`src/mode_set_point_pkg.sv`:
```
// Purpose: Shared constants for the set-point mode register block
// Assumes: Mode register addresses are six bits, operands eight bits
// Notes:   Levels are given in tenths of a percent of the supply
`default_nettype none
package mode_set_point_pkg;
    // Mode register addresses
    localparam logic [5:0] cmd_ref_addr   = 6'h0c;
    localparam logic [5:0] sp_ctrl_addr   = 6'h0d;
    // Control register field positions
    localparam int cbt_bit     = 0;
    localparam int rpt_bit     = 1;
    localparam int vro_bit     = 2;
    localparam int fast_bit    = 3;
    localparam int rro_bit     = 4;
    localparam int dmd_bit     = 5;
    localparam int acc_sel_bit = 6;
    localparam int op_sel_bit  = 7;
    // Reference register fields
    localparam int range_bit   = 6;
    localparam int code_msb    = 5;
    // Reset values
    localparam logic [7:0] ctrl_reset  = 8'h00;
    localparam logic [5:0] code_reset  = 6'h0d;
    localparam logic       range_reset = 1'b1;
    // Code map, tenths of a percent
    localparam logic [5:0] code_max    = 6'h32;
    localparam logic [8:0] range0_base = 9'h064;
    localparam logic [8:0] range1_base = 9'h0dc;
    localparam logic [8:0] step_size   = 9'h004;
    // Refresh status codes
    localparam logic [2:0] rate_code_a = 3'h1;
    localparam logic [2:0] rate_code_b = 3'h2;
    localparam logic [2:0] rate_subst  = 3'h3;
    // Pin synchroniser depth
    localparam int sync_depth = 2;
endpackage : mode_set_point_pkg
`default_nettype wire

```
`src/dram_mode_set_point_vref.sv`:
```
// Purpose: Set-point mode registers and command bus reference control
// Assumes: Mode register commands arrive decoded on clk_i
// Notes:   CKE and CA pins are synchronised before any use
//
// Contract
// - Range zero maps code linearly from 10.0%
// - Bit six selects range one from 22.0%
// - Separate reference values per set point
// - Control bit zero enters command bus training
// - Training with CKE low reflects CA onto DQ
// - Control bit one enables read preamble training
// - Bit two drives active references onto DQ6/DQ7
// - Bit three selects fast reference settling
// - Option zero reports 011 instead of 001/010
// - Option honoured only when base bit set
// - Self refresh independent of option bit
// - Bit five disables masking; masked writes illegal
// - Bit six selects accessed set point
// - Bit seven selects operating set point
// - Inactive set point values never affect operation
// - Reference read returns byte, reserved bits zero
`default_nettype none
module dram_mode_set_point_vref (
    // Clock and reset
    input  wire logic       clk_i,
    input  wire logic       resetn_i,
    // Decoded mode register commands
    input  wire logic       mrw_i,
    input  wire logic       mrr_i,
    input  wire logic       masked_write_i,
    input  wire logic [5:0] ma_i,
    input  wire logic [7:0] op_i,
    // Pins from outside the clock domain
    input  wire logic       cke_i,
    input  wire logic [5:0] ca_i,
    // Refresh status sources
    input  wire logic       rro_valid_i,
    input  wire logic [2:0] rate_raw_i,
    // Data bus
    output logic      [7:0] dq_o,
    output logic            dq_oe_o,
    output logic            mrr_valid_o,
    // Analog reference controls
    output logic      [5:0] ref_code_o,
    output logic            ref_range_o,
    output logic      [8:0] ref_level_o,
    output logic            ref_reserved_o,
    output logic            ref_out_dq6_o,
    output logic            ref_out_dq7_o,
    output logic            fast_settle_o,
    // Mode outputs
    output logic            cbt_o,
    output logic            cmd_ignore_o,
    output logic            rpt_en_o,
    output logic            dm_disable_o,
    output logic            mask_illegal_o,
    output logic      [2:0] rate_status_o,
    output logic      [2:0] temp_compensated_self_refresh_rate_o
);

    // Control register fields
    logic [7:0] ctrl_reg;
    // Reference code and range, one entry per set point
    logic [5:0] code_reg  [2];
    logic       range_reg [2];
    // Synchroniser stages
    logic [1:0] cke_sync_reg;
    logic [5:0] ca_meta_reg;
    logic [5:0] ca_sync_reg;
    // Output registers
    logic [7:0] dq_reg;
    logic       dq_oe_reg;
    logic       mrr_valid_reg;
    logic       illegal_reg;
    // Decoded command strobes, synchronised CKE and derived set-point values
    logic       wr_ctrl;
    logic       wr_ref;
    logic       rd_ref;
    logic       cke_s;
    logic       reflect;
    logic       acc_sel;
    logic       op_sel;
    logic [5:0] act_code;
    logic       act_range;
    logic [8:0] base_lvl;
    logic [8:0] step_lvl;

    // Pins pass two flops before any logic reads them
    always_ff @(posedge clk_i or negedge resetn_i)
    begin
        if (!resetn_i)
        begin
            cke_sync_reg <= 2'h0;
            ca_meta_reg  <= 6'h00;
            ca_sync_reg  <= 6'h00;
        end
        else
        begin
            cke_sync_reg <= {cke_sync_reg[0], cke_i};
            ca_meta_reg  <= ca_i;
            ca_sync_reg  <= ca_meta_reg;
        end
    end

    assign cke_s   = cke_sync_reg[1];
    assign acc_sel = ctrl_reg[mode_set_point_pkg::acc_sel_bit];
    assign op_sel  = ctrl_reg[mode_set_point_pkg::op_sel_bit];

    assign reflect = ctrl_reg[mode_set_point_pkg::cbt_bit] && !cke_s;

    // Command decode, ignored while reflecting
    assign wr_ctrl = mrw_i && !reflect && (ma_i == mode_set_point_pkg::sp_ctrl_addr);
    assign wr_ref  = mrw_i && !reflect && (ma_i == mode_set_point_pkg::cmd_ref_addr);
    assign rd_ref  = mrr_i && !reflect && (ma_i == mode_set_point_pkg::cmd_ref_addr);

    always_ff @(posedge clk_i or negedge resetn_i)
    begin
        if (!resetn_i)
        begin
            ctrl_reg <= mode_set_point_pkg::ctrl_reset;
        end
        else if (wr_ctrl)
        begin
            // Clearing training relies on CKE already high
            ctrl_reg <= op_i;
        end
    end

    always_ff @(posedge clk_i or negedge resetn_i)
    begin
        if (!resetn_i)
        begin
            code_reg[0]  <= mode_set_point_pkg::code_reset;
            code_reg[1]  <= mode_set_point_pkg::code_reset;
            range_reg[0] <= mode_set_point_pkg::range_reset;
            range_reg[1] <= mode_set_point_pkg::range_reset;
        end
        else if (wr_ref)
        begin
            code_reg[acc_sel]  <= op_i[mode_set_point_pkg::code_msb:0];
            range_reg[acc_sel] <= op_i[mode_set_point_pkg::range_bit];
        end
    end

    assign act_code  = code_reg[op_sel];
    assign act_range = range_reg[op_sel];

    assign base_lvl = act_range ? mode_set_point_pkg::range1_base
                                : mode_set_point_pkg::range0_base;
    assign step_lvl = 9'(act_code) * mode_set_point_pkg::step_size;

    // Operating reference, registered for the analog side
    always_ff @(posedge clk_i or negedge resetn_i)
    begin
        if (!resetn_i)
        begin
            ref_code_o     <= mode_set_point_pkg::code_reset;
            ref_range_o    <= mode_set_point_pkg::range_reset;
            ref_level_o    <= 9'h000;
            ref_reserved_o <= 1'b0;
        end
        else
        begin
            ref_code_o     <= act_code;
            ref_range_o    <= act_range;
            ref_level_o    <= base_lvl + step_lvl;
            ref_reserved_o <= act_code > mode_set_point_pkg::code_max;
        end
    end

    // Data bus: reflection first, then read answers
    always_ff @(posedge clk_i or negedge resetn_i)
    begin
        if (!resetn_i)
        begin
            dq_reg        <= 8'h00;
            dq_oe_reg     <= 1'b0;
            mrr_valid_reg <= 1'b0;
        end
        else if (reflect)
        begin
            dq_reg        <= {2'h0, ca_sync_reg};
            dq_oe_reg     <= 1'b1;
            mrr_valid_reg <= 1'b0;
        end
        else if (rd_ref)
        begin
            dq_reg        <= {1'b0, range_reg[acc_sel], code_reg[acc_sel]};
            dq_oe_reg     <= 1'b1;
            mrr_valid_reg <= 1'b1;
        end
        else
        begin
            dq_reg        <= 8'h00;
            dq_oe_reg     <= 1'b0;
            mrr_valid_reg <= 1'b0;
        end
    end

    // Masked write flagged while masking is off
    always_ff @(posedge clk_i or negedge resetn_i)
    begin
        if (!resetn_i)
        begin
            illegal_reg <= 1'b0;
        end
        else
        begin
            illegal_reg <= masked_write_i && ctrl_reg[mode_set_point_pkg::dmd_bit];
        end
    end

    // Refresh status filtering
    always_comb
    begin
        rate_status_o = rate_raw_i;
        if (rro_valid_i && !ctrl_reg[mode_set_point_pkg::rro_bit] &&
            (rate_raw_i == mode_set_point_pkg::rate_code_a ||
             rate_raw_i == mode_set_point_pkg::rate_code_b))
        begin
            rate_status_o = mode_set_point_pkg::rate_subst;
        end
    end

    assign temp_compensated_self_refresh_rate_o = rate_raw_i;

    // Mode outputs from the control register
    // Training mode flag
    assign cbt_o          = ctrl_reg[mode_set_point_pkg::cbt_bit];
    assign cmd_ignore_o   = reflect;
    assign rpt_en_o       = ctrl_reg[mode_set_point_pkg::rpt_bit];
    assign ref_out_dq6_o  = ctrl_reg[mode_set_point_pkg::vro_bit];
    assign ref_out_dq7_o  = ctrl_reg[mode_set_point_pkg::vro_bit];
    assign fast_settle_o  = ctrl_reg[mode_set_point_pkg::fast_bit];
    assign dm_disable_o   = ctrl_reg[mode_set_point_pkg::dmd_bit];
    assign mask_illegal_o = illegal_reg;
    assign dq_o           = dq_reg;
    assign dq_oe_o        = dq_oe_reg;
    assign mrr_valid_o    = mrr_valid_reg;
endmodule : dram_mode_set_point_vref
`default_nettype wire

```
`config.mk`:
```
export PLATFORM = sky130hd
export DESIGN_NAME = dram_mode_set_point_vref
export DESIGN_NICKNAME = d
export VERILOG_FILES = /design/src/mode_set_point_pkg.sv /design/src/dram_mode_set_point_vref.sv
export SDC_FILE = /design/constraint.sdc
export NUM_CORES = 1
export LEC_CHECK = 0
export BUFFER_PORTS_ARGS = -buffer_cell sky130_fd_sc_hd__buf_4
export CORE_MARGIN = 5
export CORE_UTILIZATION = 25
export DETAILED_ROUTE_END_ITERATION = 8
export HOLD_SLACK_MARGIN = 0.05
export PLACE_DENSITY = 0.43
export SETUP_SLACK_MARGIN = 0.3
export SYNTH_ARGS = -nofsm -noshare
export SYNTH_HDL_FRONTEND = slang
export SYNTH_SLANG_ARGS = --single-unit
```
`constraint.sdc`:
```
create_clock -name clk_i -period 1.95 [get_ports clk_i]
set_input_delay 0.39 -clock clk_i [delete_from_list [all_inputs] [get_ports clk_i]]
set_output_delay 0.39 -clock clk_i [all_outputs]
set_load 0.02 [all_outputs]
```
==> impl_results.md, run 1 <==
- Outcome: completed
- Static leakage: 0.00173 µW
- Global Route Usage Sum: 10.4%
- Post-synth top area cell: dfrtp_1
- Synth Area in Compound Gates: 4.78%
- Layout Skew: 7.20 ps
- Final setup TNS: 0 ps
- Vias in the first global route: 1746
- Pre-CTS WS: -75.9 ps
- Min Tclk post-route: 1830 ps
- Synth top area share: 49.8%
- Vias post-DR: 1629
- Worst EP arrival: 2080 ps
- Critical Path RT: 2200 ps
- Yosys reg bits: 61
- 1st-iter DRT viols: 32
- Maximum VDD drop: 0.000418 V
- Fill cell count: 967
- Mapped Cells: 169
- Post-synthesis simple-gate area fraction: 7.57%
- CTS H-tree depth: 3
- Synth Cell Area: 2460 µm²
- Ports: 71
- Synth top cells by count: 49 x dfrtp_1, 20 x mux2_2, 12 x dfstp_2
- Layout cells sized above 1: 62.1%
- Worst-path clk slew: 70 ps
- Post-DR vias/cell: 4.05
- Period utilization: 93.9%
- Worst Hold Slack: 163 ps
- DR pass1 iterations: 4
- Clock Tree Buf Depth: 2
- Row count: 36
- I/O Buffers: 67
- Sequential area share after synthesis: 62.6%
- DRC: 0
- PD cells: 946 nW/µm²
- EDFF count, synth: 0
- Combinational family with the most area after synthesis: multiplexers
- Core area: 9680 µm²
- Max FFs per register: 12
- Hold Vio Cnt, Final: 0
- Die area: 11900 µm²
- Most instantiated library cell after synthesis: dfrtp_1
- Initial antenna violation count: 0
- Crit-path max FO: 3
- Xor/xnor share of the synthesized area: 1.07%
- Clock tree sinks: 61
- Ys async rst share: 100%
- Mux contribution to synthesized area: 17.1%
- Total power: 3480 µW
- Max-Cap Viols: 0
- Worst-Skew Late Latency: 330 ps
- First-pass GRT wire length: 9240 µm
- Startpoint Class: flop
- Area Growth Syn to Fin: 49.5%
- DIE WIDTH: 109 µm
- Hpwl dp: 4100 µm
- Final ANT Viol Nets: 0
- Synthesized area per cell: 14.6 µm²
- Root buf cell: clkbuf_8
- Initial Util: 25.4%
- Dominant cells by area after synthesis: dfrtp_1 50%, dfstp_2 13%, mux2_2 9.2%, mux2_4 4.3%, mux2i_1 3.7%
- GRT overflow: 0
- WS Path Type: reg -> reg
- CTS Buf Count: 9
- Final setup vio count: 0
- Routed WL: 5700 µm
- WL/cell: 14.2 µm
- NumNets Final: 299
- Post-layout worst setup margin: 119 ps
- Yosys warns: 0
- Synth Area in Adders: 2.85%
- Fmax: 546 MHz
- Final GP Congestion: 0.704
- HP Class: in -> reg
- Chip height: 109 µm
- CTS tree: yes
- ANT cells: 0
- CP Capture Type: flop
- Largest net degree at the start of global routing: 35
- Dominant synthesized flop cell: dfrtp_1
- Post-synth cell types: 37
- RSZ-0062 raised after global routing: yes
- Max-slew violations: 0
-- final timing paths --
kind	end	slack, ps	cells past startpoint	startpoint
max	ref_level_o[6]	120	6	ctrl_reg[7]
min in group asynchronous	dq_o[5]	560	2	resetn_i
max in group asynchronous	ref_code_o[3]	790	3	resetn_i
min reg2reg	ca_sync_reg[1]	350	0	ca_meta_reg[1]
min	ca_meta_reg[4]	160	1	ca_i[4]
max reg2reg	ref_level_o[6]	120	6	ctrl_reg[7]
-- power breakdown --
part           switching (µW)  internal [µW]
Clock                     481            714
Combinational             402            417
Sequential               57.7           1410
Total                     941           2540
-- metal layers --
metal	share of wire (%)	vias up	GRT usage (%)
met5	0	-	0
met4	0.67	0	2.94
met3	5.5	5	4.20
met2	54	41	17.5
met1	40	810	12.3
li1	-	773	-
-- metrics by stage --
step / util [%] / instances / instance area (µm²)
floorplan: - / 171 / 2570
global placement: 34.4 / 379 / 3330
detailed placement: 34.4 / 379 / 3330
CTS: 37.4 / 400 / 3620
global route: 38.0 / 402 / 3680
finish: 38.0 / 402 / 3680
-- cell families after synthesis --
logic type | count (synthesis)
AND/OR/NAND/NOR | 30
other | 1
multiplexers | 36
buffers and inverters | 16
AO/OA/AOI/OAI | 17
XOR/XNOR | 3
flip-flops | 61
adder cells (fa/ha/maj) | 5
-- repair_timing --
action	in CTS	in global routing
endpoints found under the hold margin	21	0
setup buffers	4	2
pin swaps	4	8
gates resized for setup	10	9
setup endpoints to repair	11	14
gates cloned	0	0
hold buffers	1	0
-- cells in the final DEF, fill, tap and decap left out, drive strengths merged --
cell type	synthesis	layout
and2	1	1
clkinv	0	3
dfrtp	49	49
nand3	1	1
dlygate4sd3	0	1
nand2	9	9
dfstp	12	12
nand4b	1	1
ha	4	4
xor2	3	3
or3b	1	1
o21ai	1	1
nand4	2	2
nor2b	1	1
clkbuf	4	11
fa	1	1
nor3	3	3
nor4bb	1	1
nor2	5	5
conb	1	3
o21a	1	1
bufinv	0	2
nand2b	2	2
mux2	27	27
nor4b	1	1
a21oi	3	3
mux2i	9	9
a21o	3	3
nor3b	1	1
or4b	1	1
a311oi	1	1
o31ai	6	6
a211oi	1	1
buf	9	94
o22ai	1	1
inv	3	3
-- critical path, stage by stage, from the launching register on --
cell and delay [ps]:
dfrtp_1 420, buf_6 150, mux2_4 330, fa_2 370, a21o_1 180, a21oi_2 150, xor2_1 160
-- layout make-up --
| cell class | count | area (µm²) | share of cell area (%) |
|---|---|---|---|
| clock buffers | 11 | 131 | 3.57 |
| flip-flops and latches | 61 | 1540 | 41.9 |
| inverters | 3 | 13.8 | 0.374 |
| well taps | 133 | 166 | 4.52 |
| clock inverters | 5 | 75.1 | 2.04 |
| multi-input cells | 94 | 987 | 26.8 |
| repair buffers | 95 | 763 | 20.7 |
Power figures use the tool's default switching activity.
==> inputs of run 2 (changes only) <==
Settings changed: ABC_AREA set to 1.
==> run 2 against run 1 <==
Compared with the run above: count of clock-buffer cells in the layout rose by 1; largest power group unchanged; final cell count rose by 19%; critical path depth rose by 3; highest routed layer unchanged; clock skew barely moved.
==> impl_results.md, run 2 <==
- CTS tree: yes
- Post-synth top area cell: dfrtp_1
- First-pass GRT wire length: 10000 µm (+8.6%)
- Worst path cell trace: inv_2 -> or2_4 -> o21ai_4 -> inv_4 -> ha_4 -> a21oi_2 -> nand2_2 -> buf_6 -> xor2_1
- Most common cell after layout, fill and taps aside: buf_4
- Fill cell count: 1054 (+9.0%)
- Met1 Wirelength: 2730 µm (+21%)
- Vias post-DR: 1933 (+19%)
- Max-slew violations: 0 (unchanged)
- I/O Buffers: 67 (unchanged)
- Met2 WL: 2700 µm (-12%)
- Critical Path RT: 2180 ps (-20 ps)
- Core area: 10100 µm² (+4.7%)
- GRT overflow: 0 (unchanged)
- CP delay by family, top: flip-flops
- HP Class: in -> async
- Ports: 71 (unchanged)
- Max-Cap Viols: 0 (unchanged)
- Final GP Congestion: 0.738 (+4.8%)
- Crit path buf inv count: 3 (+2)
- Maximum VDD drop: 0.000411 V (-1.6%)
- Combinational family with the most area after synthesis: simple AND/OR/NAND/NOR gates
- Worst Hold Slack: 121 ps (-42.2 ps)
- Static leakage: 0.00174 µW (+0.77%)
- Layout Skew: 6.92 ps (-0.279 ps)
- Final setup TNS: 0 ps (unchanged)
- Final ANT Viol Nets: 0 (unchanged)
- Synth Area in Compound Gates: 5.43% (+0.65 points)
- Ys async rst share: 100% (unchanged)
- Chip height: 111 µm (+1.7%)
- Synth top area share: 48.0% (-1.9 points)
- Startpoint Class: flop
- Row count: 37 (+2.8%)
- Most frequent cells in the layout: 80 x buf_4, 78 x nand2_1, 49 x dfrtp_1
- Post-synth cell types: 33 (-11%)
- Global Route Usage Sum: 10.2% (-0.23 points)
- Pre-CTS WS: 149 ps (+225 ps)
- Post-synthesis simple-gate area fraction: 22.1% (+15 points)
- Critical-path top delay cell: dfrtp_1
- Worst-path clk slew: 70 ps (about the same)
- Yosys warns: 0 (unchanged)
- Most instantiated library cell after synthesis: nand2_1
- Post-DR vias/cell: 4.05 (about the same)
- WL/cell: 12.5 µm (-12%)
- Initial antenna violation count: 0 (unchanged)
- Cts hold-fix bufs: 0 (-1)
- Worst-Skew Late Latency: 330 ps (about the same)
- Fmax: 606 MHz (+11%)
- Clock Tree Buf Depth: 2 (unchanged)
- Mapped Cells: 255 (+51%)
- Clock tree sinks: 61 (unchanged)
- CTS Buf Count: 9 (unchanged)
- Synth Area in Adders: 2.74% (-0.11 points)
- Fin area: 3550 µm² (-3.5%)
- Layout cells sized above 1: 42.8% (-19 points)
- Final setup vio count: 0 (unchanged)
- Mux contribution to synthesized area: 0.392% (-17 points)
- Yosys reg bits: 61 (unchanged)
- DIE WIDTH: 111 µm (+1.7%)
- 1st-iter DRT viols: 66 (+110%)
- EDFF count, synth: 0 (unchanged)
- CP Capture Type: flop
- Max FFs per register: 12 (unchanged)
- Largest net degree at the start of global routing: 62 (+77%)
- Dominant synthesized flop cell: dfrtp_1
- Crit-path max FO: 5 (+2)
- Area Growth Syn to Fin: 38.9%
- Post-layout worst setup margin: 300 ps (+182 ps)
- Worst EP arrival: 1880 ps (-200 ps)
- DR pass1 iterations: 4 (unchanged)
- Xor/xnor share of the synthesized area: 1.03% (-0.040 points)
- Synthesized area per cell: 10.0 µm² (-31%)
- Sequential area share after synthesis: 60.3% (-2.3 points)
- WS Path Type: reg -> reg
- Dominant cells by area after synthesis: dfrtp_1 48%, dfstp_2 12%, nand2_1 12%, nand4_1 4.9%, inv_1 2.9%
- Met3 routed WL: 441 µm (+40%)
- Hpwl dp: 4240 µm (+3.5%)
- Outcome: completed
- PD cells: 892 nW/µm² (-5.8%)
- Vias in the first global route: 1986 (+14%)
- CTS H-tree depth: 3 (unchanged)
- NumNets Final: 371 (+24%)
- Period utilization: 84.6% (-9.3 points)
- Hold Vio Cnt, Final: 0 (unchanged)
- Initial Util: 25.2% (-0.20 points)
- Headroom to the max-slew limit: 49.1%
- Min Tclk post-route: 1650 ps (-182 ps)
- Critical Path Max Stage Delay: 380 ps (-40 ps)
- Highest Signal Layer: met4
- ANT cells: 0 (unchanged)
- Die area: 12300 µm² (+3.5%)
- Cell Area, Placed: 3200 µm² (-3.8%)
- RSZ-0062 raised after global routing: yes
- Synth top cells by count: 84 x nand2_1, 49 x dfrtp_1, 20 x inv_1, 20 x nand4_1
- Final Util: 35.0% (-3.0 points)
- Root buf cell: clkbuf_8
- DRC: 0 (unchanged)
- Synth Cell Area: 2560 µm² (+3.9%)
- Worst-margin pin slew: 763 ps
- Routed WL: 5970 µm (+4.8%)
run 2: per-layer routing:
| metal | global-route usage [%] | up-vias |
|---|---|---|
| met5 | 0 | - |
| met3 | 3.71 | 8 |
| met4 | 4.30 | 0 |
| met2 | 15.0 | 64 |
| met1 | 13.5 | 888 |
| li1 | - | 973 |
run 2: per-stage QoR:
stage | total power (µW) | std cells
2_1_floorplan | 1800 | 257
3_3_place_gp | 2080 | 451
3_5_place_dp | 2080 | 451
4_1_cts | 3180 | 472
5_1_grt | 3360 | 477
6_report | 3170 | 477
run 2: cells by family (layout without fill, tap and decap cells):
family,after synthesis,in the layout
AO/OA/AOI/OAI,25,25
XOR/XNOR,3,3
adder cells (fa/ha/maj),5,5
buffers and inverters,38,122
flip-flops,61,61
multiplexers,1,1
other,1,3
AND/OR/NAND/NOR,121,121
run 2: layout make-up:
class	count	area, µm²	area share (%)
sequential	61	1540	43.4
clock buffer	12	155	4.37
tap	136	170	4.79
timing repair buffer	84	654	18.4
clock inverter	4	22.5	0.634
inverter	22	85.1	2.40
multi-input combinational	158	921	25.9
run 2: worst register-to-register path: stages, from the launching register on:
cell and delay [ps]:
dfrtp_1 380, inv_2 70, or2_4 240, o21ai_4 70, inv_4 80, ha_4 260
a21oi_2 140, nand2_2 70, buf_6 110, xor2_1 120
run 2: worst paths after layout:
path                            slack (ps)  cells past startpoint               to       startpoint
worst max-delay path                   300                      9   ref_level_o[5]      ctrl_reg[7]
worst min-delay path                   120                      1   ref_level_o[3]         resetn_i
worst max register to register         300                      9   ref_level_o[5]      ctrl_reg[7]
worst min register to register         350                      0  cke_sync_reg[1]  cke_sync_reg[0]
max in group asynchronous             1320                      1   ca_sync_reg[5]         resetn_i
min in group clk_i                     160                      1   ca_meta_reg[2]          ca_i[2]
run 2: power breakdown:
group	switching, µW	internal, µW
clock	491	524
sequential	48.2	1390
combinational	400	312
run 2: timing repair:
action	in CTS	in global routing
hold endpoints to repair	0	0
pin swaps	1	4
setup buffers	5	5
endpoints found under the setup margin	5	7
resized for setup	11	16
==> inputs of run 3 (changes only) <==
Settings changed: ABC_AREA 1 to 0.
Clock period 1.95 ns to 1.38 ns, I/O delays scaled along.
==> run 3 against run 2 <==
Compared with the run above: the flow now finishes with violations (setup timing); wire length rose by 5.8%; clock skew rose by 2.3 ps; die area fell by 3.4%; setup slack got worse by 740 ps; via count fell by 9.2%; combinational power rose by 110%; critical endpoint is now ref_level_o[7]; final area rose by 23%; power rose by 64%; sequential cell count did not move; core utilization rose by 10 points; sequential power rose by 47%; critical path depth fell by 3.
==> impl_results.md, run 3 (synthesis gave the netlist of run 1 again) <==
- Total power: 5190 µW (+64%)
- Area Growth Syn to Fin: 77.5%
- CTS H-tree depth: 3 (unchanged)
- Die area: 11900 µm² (-3.4%)
- Period utilization: 132% (+47 points)
- Static leakage: 0.00200 µW (+15%)
- Fill cell count: 888 (-16%)
- Failing checks: setup timing
- Final setup vio count: 33 (+33)
- Final GP Congestion: 0.774 (+4.9%)
- Final Util: 45.1% (+10 points)
- RSZ-0062 raised after global routing: yes
- Clock Tree Buf Depth: 2 (unchanged)
- Ports: 71 (unchanged)
- Chip height: 109 µm (-1.7%)
- Max-slew violations: 0 (unchanged)
- Final setup TNS: -5600 ps (-5600 ps)
- Clock Power Share: 30.1% (-2.0 points)
- Critical Path Max Stage Delay: 470 ps (+90 ps)
- Post-DR vias/cell: 4.03 (-0.67%)
- Worst EP arrival: 2060 ps (+180 ps)
- Worst-path clk slew: 70 ps (about the same)
- CP Capture Type: flop
- Max-Cap Viols: 0 (unchanged)
- NumNets Final: 333 (-10%)
- Most common cell after layout, fill and taps aside: buf_4
- Global Route Usage Sum: 11.1% (+0.94 points)
- CTS Buf Count: 9 (unchanged)
- 1st-iter DRT viols: 23 (-65%)
- Hpwl dp: 4600 µm (+8.4%)
- First-pass GRT wire length: 9720 µm (-3.2%)
- Row count: 36 (-2.7%)
- Vias post-DR: 1755 (-9.2%)
- Initial antenna violation count: 0 (unchanged)
- Startpoint Class: flop
- GRT overflow: 0 (unchanged)
- Largest net degree at the start of global routing: 23 (-63%)
- Layout cells sized above 1: 71.0% (+28 points)
- Layout Skew: 9.21 ps (+2.30 ps)
- I/O Buffers: 67 (unchanged)
- PD cells: 1190 nW/µm² (+33%)
- FF/Latch Area: 1540 µm² (+0.16%)
- Core area: 9680 µm² (-4.5%)
- Most frequent cells in the layout: 67 x buf_4, 47 x dfrtp_1, 44 x buf_6
- Worst-Skew Late Latency: 350 ps (+20 ps)
- DIE WIDTH: 109 µm (-1.7%)
- Sw frac: 28.9% (-0.75 points)
- Crit-path max FO: 6 (+1)
- Routed WL: 6320 µm (+5.8%)
- Post-layout worst setup margin: -436 ps (-737 ps)
- Multi-input gate area: 1190 µm² (+29%)
- Critical Path RT: 1620 ps (-560 ps)
- Root buf cell: clkbuf_8
- Hold Vio Cnt, Final: 0 (unchanged)
- DR pass1 iterations: 4 (unchanged)
- Comb pwr share: 29.3% (+6.8 points)
- Vias in the first global route: 1839 (-7.4%)
- Min Tclk post-route: 1820 ps (+167 ps)
- Maximum VDD drop: 0.000620 V (+51%)
- Worst Hold Slack: 149 ps (+28.6 ps)
- Critical-path top delay cell: dfrtp_2
- WS Path Type: reg -> reg
- HP Class: in -> reg
- Final ANT Viol Nets: 0 (unchanged)
- Initial Util: 25.4% (+0.20 points)
- CP delay by family, top: compound AO/OA/AOI/OAI gates
- WL/cell: 14.5 µm (+16%)
- Outcome: complete, but fails checks
- Worst path cell trace: buf_6 -> mux2_4 -> ha_4 -> a21oi_4 -> o22ai_2 -> a311oi_1
- CTS tree: yes
- ANT cells: 0 (unchanged)
- Clock tree sinks: 61 (unchanged)
- Crit path buf inv count: 1 (-2)
- Fmax: 551 MHz (-9.2%)
- NetSw: 1500 µW (+60%)
- Cell-internal power: 3690 µW (+66%)
- DRC: 0 (unchanged)
- Sequential power share: 40.6% (-4.8 points)
- Max FFs per register: 12 (unchanged)
## run 3: cell count changes in the layout (fill, tap and decap cells not counted), sizes merged, moves of 16 or more
cell | previous run | this run
inv | 21 | 3
o21ai | 17 | 1
buf | 84 | 121
nand4 | 20 | 2
mux2 | 0 | 27
nand2 | 86 | 9
## run 3: per-stage QoR
step	cell area, µm²	cells	worst slack [ps]
floorplan	2660	171	-401
global placement	3580	401	-548
detailed placement	3580	401	-540
CTS	4250	433	-388
global route	4370	436	-486
finish	4370	436	-436
## run 3: repair_timing
item,CTS,global route
pin swaps,10,8
setup endpoints to repair,79,79
hold buffers,8,0
buffers inserted,8,3
gates resized for setup,71,21
hold endpoints to repair,17,0
## run 3: layout make-up
class / count / share of cell area, %
clock buffers: 10 / 2.92
clock inverters: 6 / 1.46
inverters: 3 / 0.258
multi-input cells: 94 / 27.3
flip-flops and latches: 61 / 35.3
well taps: 133 / 3.81
repair buffers: 129 / 28.9
## run 3: path summary, 6_finish.rpt
path / slack, ps / depth (start not counted) / end / startpoint
setup / recovery: -440 / 6 / ref_level_o[7] / ctrl_reg[7]
hold / removal: 150 / 2 / mask_illegal_o / masked_write_i
setup reg to reg: -440 / 6 / ref_level_o[7] / ctrl_reg[7]
hold reg to reg: 350 / 0 / ca_sync_reg[0] / ca_meta_reg[0]
max in group asynchronous: 470 / 3 / ref_code_o[3] / resetn_i
min in group asynchronous: 370 / 2 / ref_level_o[3] / resetn_i
## run 3: worst reg2reg max path, delay by kind of cell (launching register included)
kind,cells,cell delay (ps)
compound gates,3,500
fa+ha+maj,1,280
buf+inv,1,160
flops,1,470
mux,1,320
## run 3: power groups by stage
stage	clock network (µW)	registers (µW)	logic (µW)
floorplan	0	2250	501
global placement	0	2110	1210
detailed placement	0	2110	1210
CTS	1600	2110	1480
global route	1690	2130	1630
finish	1560	2110	1520
## run 3: layer usage
| metal | up-vias | track usage (%) | wire length, µm | part of all wire [%] |
|---|---|---|---|---|
| met5 | - | 0 | 0 | 0 |
| met2 | 41 | 17.0 | 3160 | 50 |
| li1 | 843 | - | - | - |
| met4 | 0 | 5.08 | 106 | 1.7 |
| met1 | 859 | 14.4 | 2700 | 43 |
| met3 | 12 | 3.49 | 348 | 5.5 |
